==> config.mk <==
export PLATFORM = sky130hd
export DESIGN_NAME = pwm_mix
export DESIGN_NICKNAME = d
export VERILOG_FILES = /design/src/pwm_mix_pkg.sv /design/src/pwm_mix.sv
export SDC_FILE = /design/constraint.sdc
export NUM_CORES = 1
export LEC_CHECK = 0
export BUFFER_PORTS_ARGS = -buffer_cell sky130_fd_sc_hd__buf_2
export CAP_MARGIN = 20
export CORE_MARGIN = 1.5
export CORE_UTILIZATION = 55
export DETAILED_ROUTE_END_ITERATION = 8
export PLACE_DENSITY_LB_ADDON = 0.2
export SLEW_MARGIN = 10
export SYNTH_ARGS = -nofsm -noshare
export SYNTH_HDL_FRONTEND = slang
export SYNTH_SLANG_ARGS = --single-unit
==> constraint.sdc <==
create_clock -name CLK_I -period 5.71 [get_ports CLK_I]
set_input_delay 1.142 -clock CLK_I [delete_from_list [all_inputs] [get_ports CLK_I]]
set_output_delay 1.142 -clock CLK_I [all_outputs]
set_load 0.02 [all_outputs]
==> src/pwm_mix_pkg.sv <==
// Constants for the PWM logic, event and generator-control block
package pwm_mix_pkg;
  localparam int NGEN = 8;
  localparam int NUNIT = 6;
  localparam int NSRC = 13;

  // Register byte offsets
  localparam logic [7:0] OFS_LOGIC = 8'h00;
  localparam logic [7:0] OFS_EVENT = 8'h20;
  localparam logic [7:0] OFS_RAND = 8'h40;
  localparam logic [7:0] OFS_GCTL = 8'h60;
  localparam logic [7:0] OFS_STEP = 8'h04;

  // Writable bit masks and reset values
  localparam logic [15:0] LOGIC_MASK = 16'hfff7;
  localparam logic [15:0] EVENT_MASK = 16'hf0f7;
  localparam logic [15:0] RAND_MASK = 16'h7fff;
  localparam logic [15:0] GCTL_MASK = 16'h879f;
  localparam logic [15:0] REG_RESET = 16'h0000;

  // Logic-unit field positions
  localparam int L_S1 = 12;
  localparam int L_S2 = 8;
  localparam int L_INV1 = 7;
  localparam int L_INV2 = 6;
  localparam int L_FN = 4;
  localparam int L_DST = 0;

  // Event field positions
  localparam int E_OEN = 15;
  localparam int E_POL = 14;
  localparam int E_STRD = 13;
  localparam int E_SYNC = 12;
  localparam int E_SEL = 4;
  localparam int E_GEN = 0;

  // Generator control low field positions
  localparam int G_ON = 15;
  localparam int G_TRG = 8;
  localparam int G_HR = 7;
  localparam int G_CLK = 3;
  localparam int G_MOD = 0;

  localparam logic [1:0] FN_OR = 2'h0;
  localparam logic [1:0] FN_AND = 2'h1;
  localparam logic [1:0] FN_XOR = 2'h2;
  localparam logic [2:0] DST_NONE = 3'h0;

  // Event source codes
  localparam logic [3:0] EV_TRIG = 4'h0;
  localparam logic [3:0] EV_RAW = 4'h1;
  localparam logic [3:0] EV_PSYNC = 4'h2;
  localparam logic [3:0] EV_FF = 4'h3;
  localparam logic [3:0] EV_CL = 4'h4;
  localparam logic [3:0] EV_FAULT = 4'h5;
  localparam logic [3:0] EV_HALF = 4'h6;
  localparam logic [3:0] EV_PUSH_PULL_STEERING = 4'h7;
  localparam logic [3:0] EV_ADC1 = 4'h8;
  localparam logic [3:0] EV_ADC2 = 4'h9;
  localparam logic [3:0] EV_HRERR = 4'hf;

  // Stretch length and two-clock sync pulse
  localparam logic [2:0] STRETCH_LOAD = 3'h7;
  localparam logic [2:0] SYNC_LOAD = 3'h1;
  localparam logic [2:0] CNT_ZERO = 3'h0;
  localparam logic [14:0] RAND_ONES = 15'h7fff;
endpackage

==> src/pwm_mix.sv <==
// PWM combinational logic units, event routers, random register, generator control
//
// The implementer's own choices: the APB register port and the register addresses.
`timescale 1ns/1ps
//
// Notes on behaviour
// - 4-bit input code n picks generator n/2+1, high if even, low if odd.
// - Each logic input inverts its selected signal when its invert bit is 1.
// - Function 00 OR, 01 AND, 10 XOR; 11 reserved.
// - Destination 001..111 routes result to generator 2..8 pins; 000 disables.
// - Units A, C, E drive high pins; B, D, F drive low pins.
// - Inputs from absent generators read as constant zero.
// - Event pin driven only while pin enable is 1, else internal only.
// - Event active-low bit set makes the event signal active low.
// - Unless stretch disabled, event lasts at least eight peripheral clocks.
// - Sync bit syncs to system clock; with stretch off, pulse is two clocks.
// - 4-bit event code selects trigger, output, fault inputs, ADC, error.
// - Steering and half-cycle events are taken from generator domain signals.
// - Event generator output is taken before output mode and override logic.
// - 3-bit source picks generator 1..8; absent generator gives no event.
// - Random register reads 15 bits; top bit reads zero.
// - Generator runs only while its enable bit is 1.
// - Trigger count field plus one gives PWM cycles per trigger.
// - High-resolution enable selects high-resolution mode, needing 500 MHz clock.
// - Clock select 00 none, 01 master, 10 divided, 11 frequency scaled.
// - Frequency-scaled clock makes the time base scale duty and period.
// - 3-bit mode field selects PWM mode; 011 reserved.
//
module pwm_mix
  import pwm_mix_pkg::*;
#(
  parameter logic [NGEN-1:0] GEN_PRESENT = 8'hff
) (
  input  wire logic              CLK_I,                  // 20 MHz clock
  input  wire logic              RST_I,                  // Sync reset, high
  input  wire logic              PSEL,                   // APB select
  input  wire logic              PENABLE,                // APB enable
  input  wire logic              PWRITE,                 // APB direction
  input  wire logic [7:0]        PADDR,                  // APB byte address
  input  wire logic [31:0]       PWDATA,                 // APB write data
  input  wire logic [3:0]        PSTRB,                  // APB byte strobes
  output logic      [31:0]       PRDATA,                 // APB read data
  output logic                   PREADY,                 // APB ready
  output logic                   PSLVERR,                // APB error
  input  wire logic [NGEN-1:0]   GENERATOR_HIGH_PIN_I,   // Generator high outputs
  input  wire logic [NGEN-1:0]   GENERATOR_LOW_PIN_I,    // Generator low outputs
  input  wire logic [NGEN-1:0]   GEN_RAW_OUT_I,          // Output before mode logic
  input  wire logic [NGEN-1:0]   GENERATOR_TRIGGER_CHOICE_I, // Selected triggers
  input  wire logic [NGEN-1:0]   PCI_SYNC_I,             // Sync active
  input  wire logic [NGEN-1:0]   PCI_FEED_FWD_I,         // Feed-forward active
  input  wire logic [NGEN-1:0]   PCI_CUR_LIMIT_I,        // Current limit active
  input  wire logic [NGEN-1:0]   PCI_FAULT_I,            // Fault active
  input  wire logic [NGEN-1:0]   CENTER_HALF_CYCLE_I,    // Half-cycle indicator
  input  wire logic [NGEN-1:0]   PUSH_PULL_STEERING_I,   // Steering signal
  input  wire logic [NGEN-1:0]   ADC_TRIG1_I,            // ADC trigger 1
  input  wire logic [NGEN-1:0]   ADC_TRIG2_I,            // ADC trigger 2
  input  wire logic [NGEN-1:0]   HIRES_ERROR_I,          // High-res error
  output logic      [NGEN-1:0]   GENERATOR_HIGH_PIN_O,   // High pins after mixing
  output logic      [NGEN-1:0]   GENERATOR_LOW_PIN_O,    // Low pins after mixing
  output logic      [NUNIT-1:0]  EVENT_INTERNAL_O,       // Internal event levels
  output logic      [NUNIT-1:0]  EVENT_OUTPUT_PIN_O,     // Event pin values
  output logic      [NUNIT-1:0]  EVENT_OUTPUT_PIN_OE_O,  // Event pin enables
  output logic      [NGEN-1:0]   GEN_ENABLE_O,           // Generator enables
  output logic      [3*NGEN-1:0] TRIGGER_CYCLE_COUNT_O,  // Trigger counts
  output logic      [NGEN-1:0]   HIGH_RESOLUTION_ENABLE_O, // High-res enables
  output logic      [2*NGEN-1:0] GENERATOR_CLOCK_SELECT_O, // Clock selects
  output logic      [3*NGEN-1:0] PWM_MODE_SELECT_O       // Mode selects
);

  // **********
  // Input synchronisers
  // **********
  // Generators run on foreign clocks, so every source takes two flops
  localparam int SW = NSRC * NGEN;

  logic [SW-1:0] meta_q;
  logic [SW-1:0] sync_q;
  logic [SW-1:0] raw_in;

  assign raw_in = {HIRES_ERROR_I, ADC_TRIG2_I, ADC_TRIG1_I,
                   PUSH_PULL_STEERING_I, CENTER_HALF_CYCLE_I,
                   PCI_FAULT_I, PCI_CUR_LIMIT_I, PCI_FEED_FWD_I,
                   PCI_SYNC_I, GEN_RAW_OUT_I,
                   GENERATOR_TRIGGER_CHOICE_I,
                   GENERATOR_LOW_PIN_I, GENERATOR_HIGH_PIN_I};

  always_ff @(posedge CLK_I) begin
    meta_q <= raw_in;
    sync_q <= meta_q;
  end

  logic [NGEN-1:0] s_high;
  logic [NGEN-1:0] s_low;
  logic [NGEN-1:0] s_trig;
  logic [NGEN-1:0] s_raw;
  logic [NGEN-1:0] s_psync;
  logic [NGEN-1:0] s_ff;
  logic [NGEN-1:0] s_cl;
  logic [NGEN-1:0] s_fault;
  logic [NGEN-1:0] s_half;
  logic [NGEN-1:0] s_push_pull_steering;
  logic [NGEN-1:0] s_adc1;
  logic [NGEN-1:0] s_adc2;
  logic [NGEN-1:0] s_hrerr;

  // Absent generators contribute constant zero
  assign {s_hrerr, s_adc2, s_adc1, s_push_pull_steering, s_half, s_fault, s_cl,
          s_ff, s_psync, s_raw, s_trig, s_low, s_high} =
         sync_q & {NSRC{GEN_PRESENT}};

  // **********
  // Register file
  // **********
  logic [15:0] logic_q [NUNIT];
  logic [15:0] event_q [NUNIT];
  logic [15:0] gctl_q  [NGEN];
  logic [14:0] rand_q;

  logic        setup;
  logic        wr_en;
  logic [15:0] wmask;
  logic [7:0]  a_idx;

  assign setup = PSEL & ~PENABLE;
  assign wr_en = PSEL & PENABLE & PREADY & PWRITE;
  assign wmask = {{8{PSTRB[1]}}, {8{PSTRB[0]}}};
  assign a_idx = {2'h0, PADDR[7:2]};

  // Merge of a write into a register under strobes and writable mask
  function automatic logic [15:0] merge(input logic [15:0] old,
                                        input logic [15:0] msk);
    merge = (old & ~(wmask & msk)) | (PWDATA[15:0] & wmask & msk);
  endfunction

  // Hit flag: address is an aligned word inside a group of n registers
  function automatic logic hit(input logic [7:0] base, input int n);
    logic [7:0] rel;
    rel = PADDR - base;
    hit = (PADDR >= base) && (rel[1:0] == 2'h0) &&
          ({2'h0, rel[7:2]} < 8'(n));
  endfunction

  logic [7:0] log_w;
  logic [7:0] evt_w;
  logic [7:0] gct_w;

  assign log_w = a_idx - {2'h0, OFS_LOGIC[7:2]};
  assign evt_w = a_idx - {2'h0, OFS_EVENT[7:2]};
  assign gct_w = a_idx - {2'h0, OFS_GCTL[7:2]};

  logic hit_log;
  logic hit_evt;
  logic hit_gct;
  logic hit_rnd;
  logic hit_any;

  assign hit_log = hit(OFS_LOGIC, NUNIT);
  assign hit_evt = hit(OFS_EVENT, NUNIT);
  assign hit_gct = hit(OFS_GCTL, NGEN);
  assign hit_rnd = (PADDR == OFS_RAND);
  assign hit_any = hit_log | hit_evt | hit_gct | hit_rnd;

  logic [15:0] rd_mux;

  assign rd_mux = hit_log ? logic_q[log_w[2:0]] & LOGIC_MASK :
                  hit_evt ? event_q[evt_w[2:0]] & EVENT_MASK :
                  hit_gct ? gctl_q[gct_w[2:0]] & GCTL_MASK :
                  hit_rnd ? {1'b0, rand_q} :
                  REG_RESET;

  // No wait state; ready and read data leave flops loaded in setup
  always_ff @(posedge CLK_I) begin
    if (RST_I) begin
      PREADY  <= 1'b0;
      PSLVERR <= 1'b0;
      PRDATA  <= 32'h0000_0000;
    end else begin
      PREADY  <= setup;
      PSLVERR <= setup & ~hit_any;
      PRDATA  <= (setup & ~PWRITE) ? {16'h0000, rd_mux} : 32'h0000_0000;
    end
  end

  genvar g;
  generate
    for (g = 0; g < NUNIT; g++) begin : g_regs
      always_ff @(posedge CLK_I) begin
        if (RST_I) begin
          logic_q[g] <= REG_RESET;
          event_q[g] <= REG_RESET;
        end else begin
          if (wr_en && hit_log && log_w == 8'(g))
            logic_q[g] <= merge(logic_q[g], LOGIC_MASK);
          if (wr_en && hit_evt && evt_w == 8'(g))
            event_q[g] <= merge(event_q[g], EVENT_MASK);
        end
      end
    end
    for (g = 0; g < NGEN; g++) begin : g_gctl
      always_ff @(posedge CLK_I) begin
        if (RST_I)
          gctl_q[g] <= REG_RESET;
        else if (wr_en && hit_gct && gct_w == 8'(g))
          gctl_q[g] <= merge(gctl_q[g], GCTL_MASK);
      end
    end
  endgenerate

  // **********
  // Pseudorandom register
  // **********
  // XNOR feedback keeps the all-zero reset value alive
  logic [15:0] rand_wr;
  logic        rand_fb;

  assign rand_wr = merge({1'b0, rand_q}, RAND_MASK);
  assign rand_fb = ~(rand_q[14] ^ rand_q[13]);

  always_ff @(posedge CLK_I) begin
    if (RST_I)
      rand_q <= REG_RESET[14:0];
    else if (wr_en && hit_rnd)
      rand_q <= rand_wr[14:0];
    else if (rand_q == RAND_ONES)
      rand_q <= REG_RESET[14:0]; // Lock-up state of XNOR form
    else
      rand_q <= {rand_q[13:0], rand_fb};
  end

  // **********
  // Combinational logic units
  // **********
  logic [NUNIT-1:0] unit_out;

  generate
    for (g = 0; g < NUNIT; g++) begin : g_unit
      logic [3:0] c1;
      logic [3:0] c2;
      logic       a;
      logic       b;
      logic [1:0] fn;

      assign c1 = logic_q[g][L_S1 +: 4];
      assign c2 = logic_q[g][L_S2 +: 4];
      // Even code high side, odd code low side of generator n/2+1
      assign a = (c1[0] ? s_low[c1[3:1]] : s_high[c1[3:1]]) ^
                 logic_q[g][L_INV1];
      assign b = (c2[0] ? s_low[c2[3:1]] : s_high[c2[3:1]]) ^
                 logic_q[g][L_INV2];
      assign fn = logic_q[g][L_FN +: 2];
      // Reserved function drives low
      assign unit_out[g] = (fn == FN_OR)  ? (a | b) :
                           (fn == FN_AND) ? (a & b) :
                           (fn == FN_XOR) ? (a ^ b) : 1'b0;
    end
  endgenerate

  // Later units win when two target the same pin
  logic [NGEN-1:0] high_mix;
  logic [NGEN-1:0] low_mix;

  always_comb begin
    high_mix = s_high;
    low_mix  = s_low;
    for (int u = 0; u < NUNIT; u++) begin
      if (logic_q[u][L_DST +: 3] != DST_NONE) begin
        if (u % 2 == 0)
          high_mix[logic_q[u][L_DST +: 3]] = unit_out[u];
        else
          low_mix[logic_q[u][L_DST +: 3]] = unit_out[u];
      end
    end
  end

  always_ff @(posedge CLK_I) begin
    if (RST_I) begin
      GENERATOR_HIGH_PIN_O <= '0;
      GENERATOR_LOW_PIN_O  <= '0;
    end else begin
      GENERATOR_HIGH_PIN_O <= high_mix;
      GENERATOR_LOW_PIN_O  <= low_mix;
    end
  end

  // **********
  // Event routers
  // **********
  // Source selection per code and generator
  function automatic logic pick(input logic [3:0] code, input logic [2:0] n);
    unique case (code)
      EV_TRIG:  pick = s_trig[n];
      EV_RAW:   pick = s_raw[n];
      EV_PSYNC: pick = s_psync[n];
      EV_FF:    pick = s_ff[n];
      EV_CL:    pick = s_cl[n];
      EV_FAULT: pick = s_fault[n];
      EV_HALF:  pick = s_half[n];
      EV_PUSH_PULL_STEERING: pick = s_push_pull_steering[n];
      EV_ADC1:  pick = s_adc1[n];
      EV_ADC2:  pick = s_adc2[n];
      EV_HRERR: pick = s_hrerr[n];
      default:  pick = 1'b0;       // Reserved codes
    endcase
  endfunction

  generate
    for (g = 0; g < NUNIT; g++) begin : g_evt
      logic [2:0] gen;
      logic       sel;
      logic       rise;
      logic       strd;
      logic       sync;
      logic       act;
      logic       prev_q;
      logic [2:0] cnt_q;
      logic [2:0] cnt_d;

      assign gen  = event_q[g][E_GEN +: 3];
      assign sel  = GEN_PRESENT[gen] &
                    pick(event_q[g][E_SEL +: 4], gen);
      assign rise = sel & ~prev_q;
      assign strd = event_q[g][E_STRD];
      assign sync = event_q[g][E_SYNC];

      assign cnt_d = (rise & ~strd)        ? STRETCH_LOAD :
                     (rise & strd & sync)  ? SYNC_LOAD :
                     (cnt_q != CNT_ZERO)   ? cnt_q - 3'h1 : CNT_ZERO;

      // Input is already on the system clock, so unsynced mode passes the level
      assign act = ~strd        ? (sel | cnt_q != CNT_ZERO) :
                   sync         ? (rise | cnt_q != CNT_ZERO) :
                   sel;

      always_ff @(posedge CLK_I) begin
        if (RST_I) begin
          prev_q                   <= 1'b0;
          cnt_q                    <= CNT_ZERO;
          EVENT_INTERNAL_O[g]      <= 1'b0;
          EVENT_OUTPUT_PIN_O[g]    <= 1'b0;
          EVENT_OUTPUT_PIN_OE_O[g] <= 1'b0;
        end else begin
          prev_q                   <= sel;
          cnt_q                    <= cnt_d;
          EVENT_INTERNAL_O[g]      <= act ^ event_q[g][E_POL];
          EVENT_OUTPUT_PIN_O[g]    <= (act ^ event_q[g][E_POL]) &
                                      event_q[g][E_OEN];
          EVENT_OUTPUT_PIN_OE_O[g] <= event_q[g][E_OEN];
        end
      end
    end
  endgenerate

  // **********
  // Generator control low word
  // **********
  // Fields leave the block to the generator time bases
  generate
    for (g = 0; g < NGEN; g++) begin : g_ctl
      always_ff @(posedge CLK_I) begin
        if (RST_I) begin
          GEN_ENABLE_O[g]               <= 1'b0;
          TRIGGER_CYCLE_COUNT_O[3*g +: 3] <= 3'h0;
          HIGH_RESOLUTION_ENABLE_O[g]   <= 1'b0;
          GENERATOR_CLOCK_SELECT_O[2*g +: 2] <= 2'h0;
          PWM_MODE_SELECT_O[3*g +: 3]   <= 3'h0;
        end else begin
          GEN_ENABLE_O[g]               <= gctl_q[g][G_ON];
          TRIGGER_CYCLE_COUNT_O[3*g +: 3] <= gctl_q[g][G_TRG +: 3];
          HIGH_RESOLUTION_ENABLE_O[g]   <= gctl_q[g][G_HR];
          GENERATOR_CLOCK_SELECT_O[2*g +: 2] <= gctl_q[g][G_CLK +: 2];
          PWM_MODE_SELECT_O[3*g +: 3]   <= gctl_q[g][G_MOD +: 3];
        end
      end
    end
  endgenerate

endmodule

==> results by group <==
Run status
  – Status: finished clean

Critical path
  – Critical path startpoint: sync_q[11]$_DFF_P_
  – Flop2flop setup slack: 2.01 ns
  – Cell depth of the worst setup path: 11
  – CP Capture Type: flop
  – Crit-path cells: mux4_2, mux4_2, xor2_1, inv_1, ha_1, nor2_1, a21oi_1, o22ai_1, mux2i_1, mux2_2, a211oi_1
  – Crit path to: GENERATOR_LOW_PIN_O[5]$_SDFF_PP0_
  – Setup crit start kind: flop
  – R2R cell count: 11
  – RR Endpoint: GENERATOR_LOW_PIN_O[5]$_SDFF_PP0_
  – Most frequent CP cell: mux4_2
  – Crit path DAT: 4.27 ns
  – R2R Path Start: sync_q[11]$_DFF_P_
  – Max FO, Critical Path: 13
  – Slowest stage delay, CP: 0.58 ns
  – CP top delay family: multiplexers
  – Required @ worst endpoint: 6.28 ns
  – Setup Crit Path Kind: reg -> reg
  – Critical path's slowest cell: o22ai_1
  – Worst Path Buf+Inv: 1

Timing
  – Slew Viols, Final: 0
  – Peak Freq: 270 MHz
  – Setup_tns: 0 ns
  – Count of final setup violators: 0
  – RSZ-0062 raised after global routing: no
  – Slew @ Worst Pin: 1.14 ns
  – Max-slew headroom: 23.7%
  – Final Hold Vio Count: 0
  – Clk_skew: 0.0328 ns
  – Min Tclk post-route: 3.70 ns
  – Final Cycle Share: 64.8%

Synth
  – Cells after Synth: 2684
  – Seq/Total Area, Yosys: 48.4%
  – Leading post-synthesis cells by cell area: dfxtp_1, edfxtp_1, mux4_2
  – Async set-reset flop share out of synthesis: 0%
  – Synth warnings: 0
  – Mapped cell area: 0.0303 sq mm
  – Mean post-synth cell area: 11.3 sq um
  – Leading area contributor after synthesis: dfxtp_1
  – Library cells used by synthesis: 73
  – Top-count cell post-synth: dfxtp_1
  – Top cell type's share of synthesized area: 25.0%
  – Number of synthesized flops with an enable pin: 236
  – Synth Flop Type: dfxtp_1
  – Synth cell count leaders: dfxtp_1, a21oi_1, nand2b_1
  – #FFs+latches synth: 615

Min path
  – Hold path depth: 0
  – Worst min-delay path class: reg -> reg

Cells and area
  – Share of cells above drive strength 1: 22.7%
  – Design area: 0.0340 sq mm
  – P&R area growth vs syn: 12.3%
  – Layout net count: 2997

Clock network
  – Post-CTS Repair Setup Buffers: 0
  – CTS clk-pin slew, worst paths: 0.06 ns
  – Latest clock arrival within the worst-skew pair: 0.66 ns
  – Total CTS buffers: 61
  – H-tree depth: 2
  – Root buffer cell: clkbuf_16
  – Clock buffer depth: 3
  – CTS sink count: 615
  – CTS resizes: 0
  – CTS tree: done
  – Post-CTS Hold Fix Bufs: 0

Power and ir drop
  – Sw frac: 26.2%
  – Leakage: 0.0127 uW
  – Combinational cell fraction of total power: 10.9%
  – Pwr Density: 300 mW/mm^2
  – Sequential power share: 48.8%
  – Power Internal: 7530 uW
  – Pwr Total: 10200 uW
  – Clock share of power: 40.3%
  – Psw: 2670 uW
  – Peak VDD IR: 0.256 mV

Floorplanning
  – Area of the core: 0.0541 sq mm
  – Ports: 301
  – Die X: 238 um
  – Die H: 238 um
  – Starting Density: 56.0%
  – Placement row count: 85
  – Die area: 0.0565 sq mm

Flow run
  – Max Cap Violations: 0

Place
  – Dpl hpwl: 63200 um
  – GPL Wtd Cong: 0.955
  – Cell Area, Placed: 0.0319 sq mm
  – I/O Buffers: 266

Detailed routing
  – Post-Route WL: 91900 um
  – Drt wl/cell: 25.7 um
  – DRC viols: 0
  – Vias: 23.4k
  – Initial DRC Count: 2944
  – Pre-antenna DRT Iters: 6
  – Drt via density: 6.54
  – Antenna Violating Nets Remaining: 0

Global route
  – Number of global-route vias before repair: 22.4k
  – Total gr overflow: 0
  – Total GRT Usage: 32.1%
  – Initial antenna violation count: 1
  – Largest net degree at the start of global routing: 121
  – Global-route wire length before repair: 138000 um
## registers in the layout, indices dropped and copies added, names as in the netlist, 8 cells and up, named ones only
signal	count
gctl_q	80
meta_q	104
GENERATOR_CLOCK_SELECT_O	16
PRDATA	16
TRIGGER_CYCLE_COUNT_O	24
PWM_MODE_SELECT_O	24
g_evt.cnt_q	18
event_q	66
GEN_ENABLE_O	8
sync_q	104
GENERATOR_LOW_PIN_O	8
HIGH_RESOLUTION_ENABLE_O	8
GENERATOR_HIGH_PIN_O	8
logic_q	90
## cells in the final DEF (no fill, tap or decap), types with 26 or more instances in the layout
master	count
mux4_2	185
nand2b_1	279
a21oi_1	312
edfxtp_1	236
o21ai_0	32
o211ai_1	42
nor2b_1	129
mux2i_1	136
nand2_1	145
mux2_2	26
clkbuf_16	69
nand3_1	55
dfxtp_1	379
nor2_1	133
buf_4	42
buf_2	264
nor3_1	40
## cells by family (layout without fill, tap and decap cells)
group | after synthesis | count (layout) | synth area share (%)
AOI/OAI and AO/OA | 508 | 508 | 9.87
xor gates and xnor gates | 14 | 14 | 0.404
adders and majority gates | 14 | 14 | 0.578
buffers and inverters | 268 | 452 | 3.83
DFF | 615 | 615 | 48.4
muxes | 362 | 362 | 20.5
other | 1 | 17 | 0.0124
and+or+nand+nor | 902 | 902 | 16.4
## stage by stage
stage | worst slack [ns] | util [%] | std cells | hold slack (ns)
after CTS | 2.08 | 62.8 | 3576 | 0.324
final | 2.01 | 62.9 | 3580 | 0.322
after global routing | 1.86 | 62.9 | 3579 | 0.326
after detailed placement | 1.61 | 58.9 | 3460 | 0.312
after global placement | 1.74 | 58.8 | 3456 | 0.312
after floorplan | 2.04 | - | 2699 | 0.310
## power by group through the flow
stage | registers (uW) | logic [uW] | clock network [uW]
detailed placement | 5070 | 1080 | 0
CTS | 4970 | 1090 | 4170
floorplan | 4990 | 751 | 0
finish | 4980 | 1110 | 4120
global route | 5000 | 1170 | 4340
global placement | 5050 | 1050 | 0
## area by class of cell
cell class / count / area, sq um
Inverter: 23 / 86.3
Tap cell: 696 / 871
Clock inverter: 36 / 295
Sequential cell: 615 / 14700
Fill cell: 4263 / 20100
Clock buffer: 80 / 1800
Multi-Input combinational cell: 1816 / 14600
Antenna cell: 1 / 2.50
Timing Repair Buffer: 313 / 1750
## how the worst min path moves through the flow
stage,slack (ns),end,startpoint
after CTS,0.32,sync_q[50]$_DFF_P_,meta_q[50]$_DFF_P_
after floorplan,0.31,sync_q[0]$_DFF_P_,meta_q[0]$_DFF_P_
after global placement,0.31,sync_q[100]$_DFF_P_,meta_q[100]$_DFF_P_
after detailed placement,0.31,sync_q[7]$_DFF_P_,meta_q[7]$_DFF_P_
final,0.32,sync_q[50]$_DFF_P_,meta_q[50]$_DFF_P_
after global routing,0.33,sync_q[50]$_DFF_P_,meta_q[50]$_DFF_P_
## metal layers
metal	up-vias	global-route usage, %	share of wire (%)
met5	-	0	0
met4	0	11.2	3.5
met3	211	6.47	11
met2	1616	49.6	45
met1	11400	45.2	40
li1	10200	-	-
Note: power is estimated with default switching activity, not from simulation.
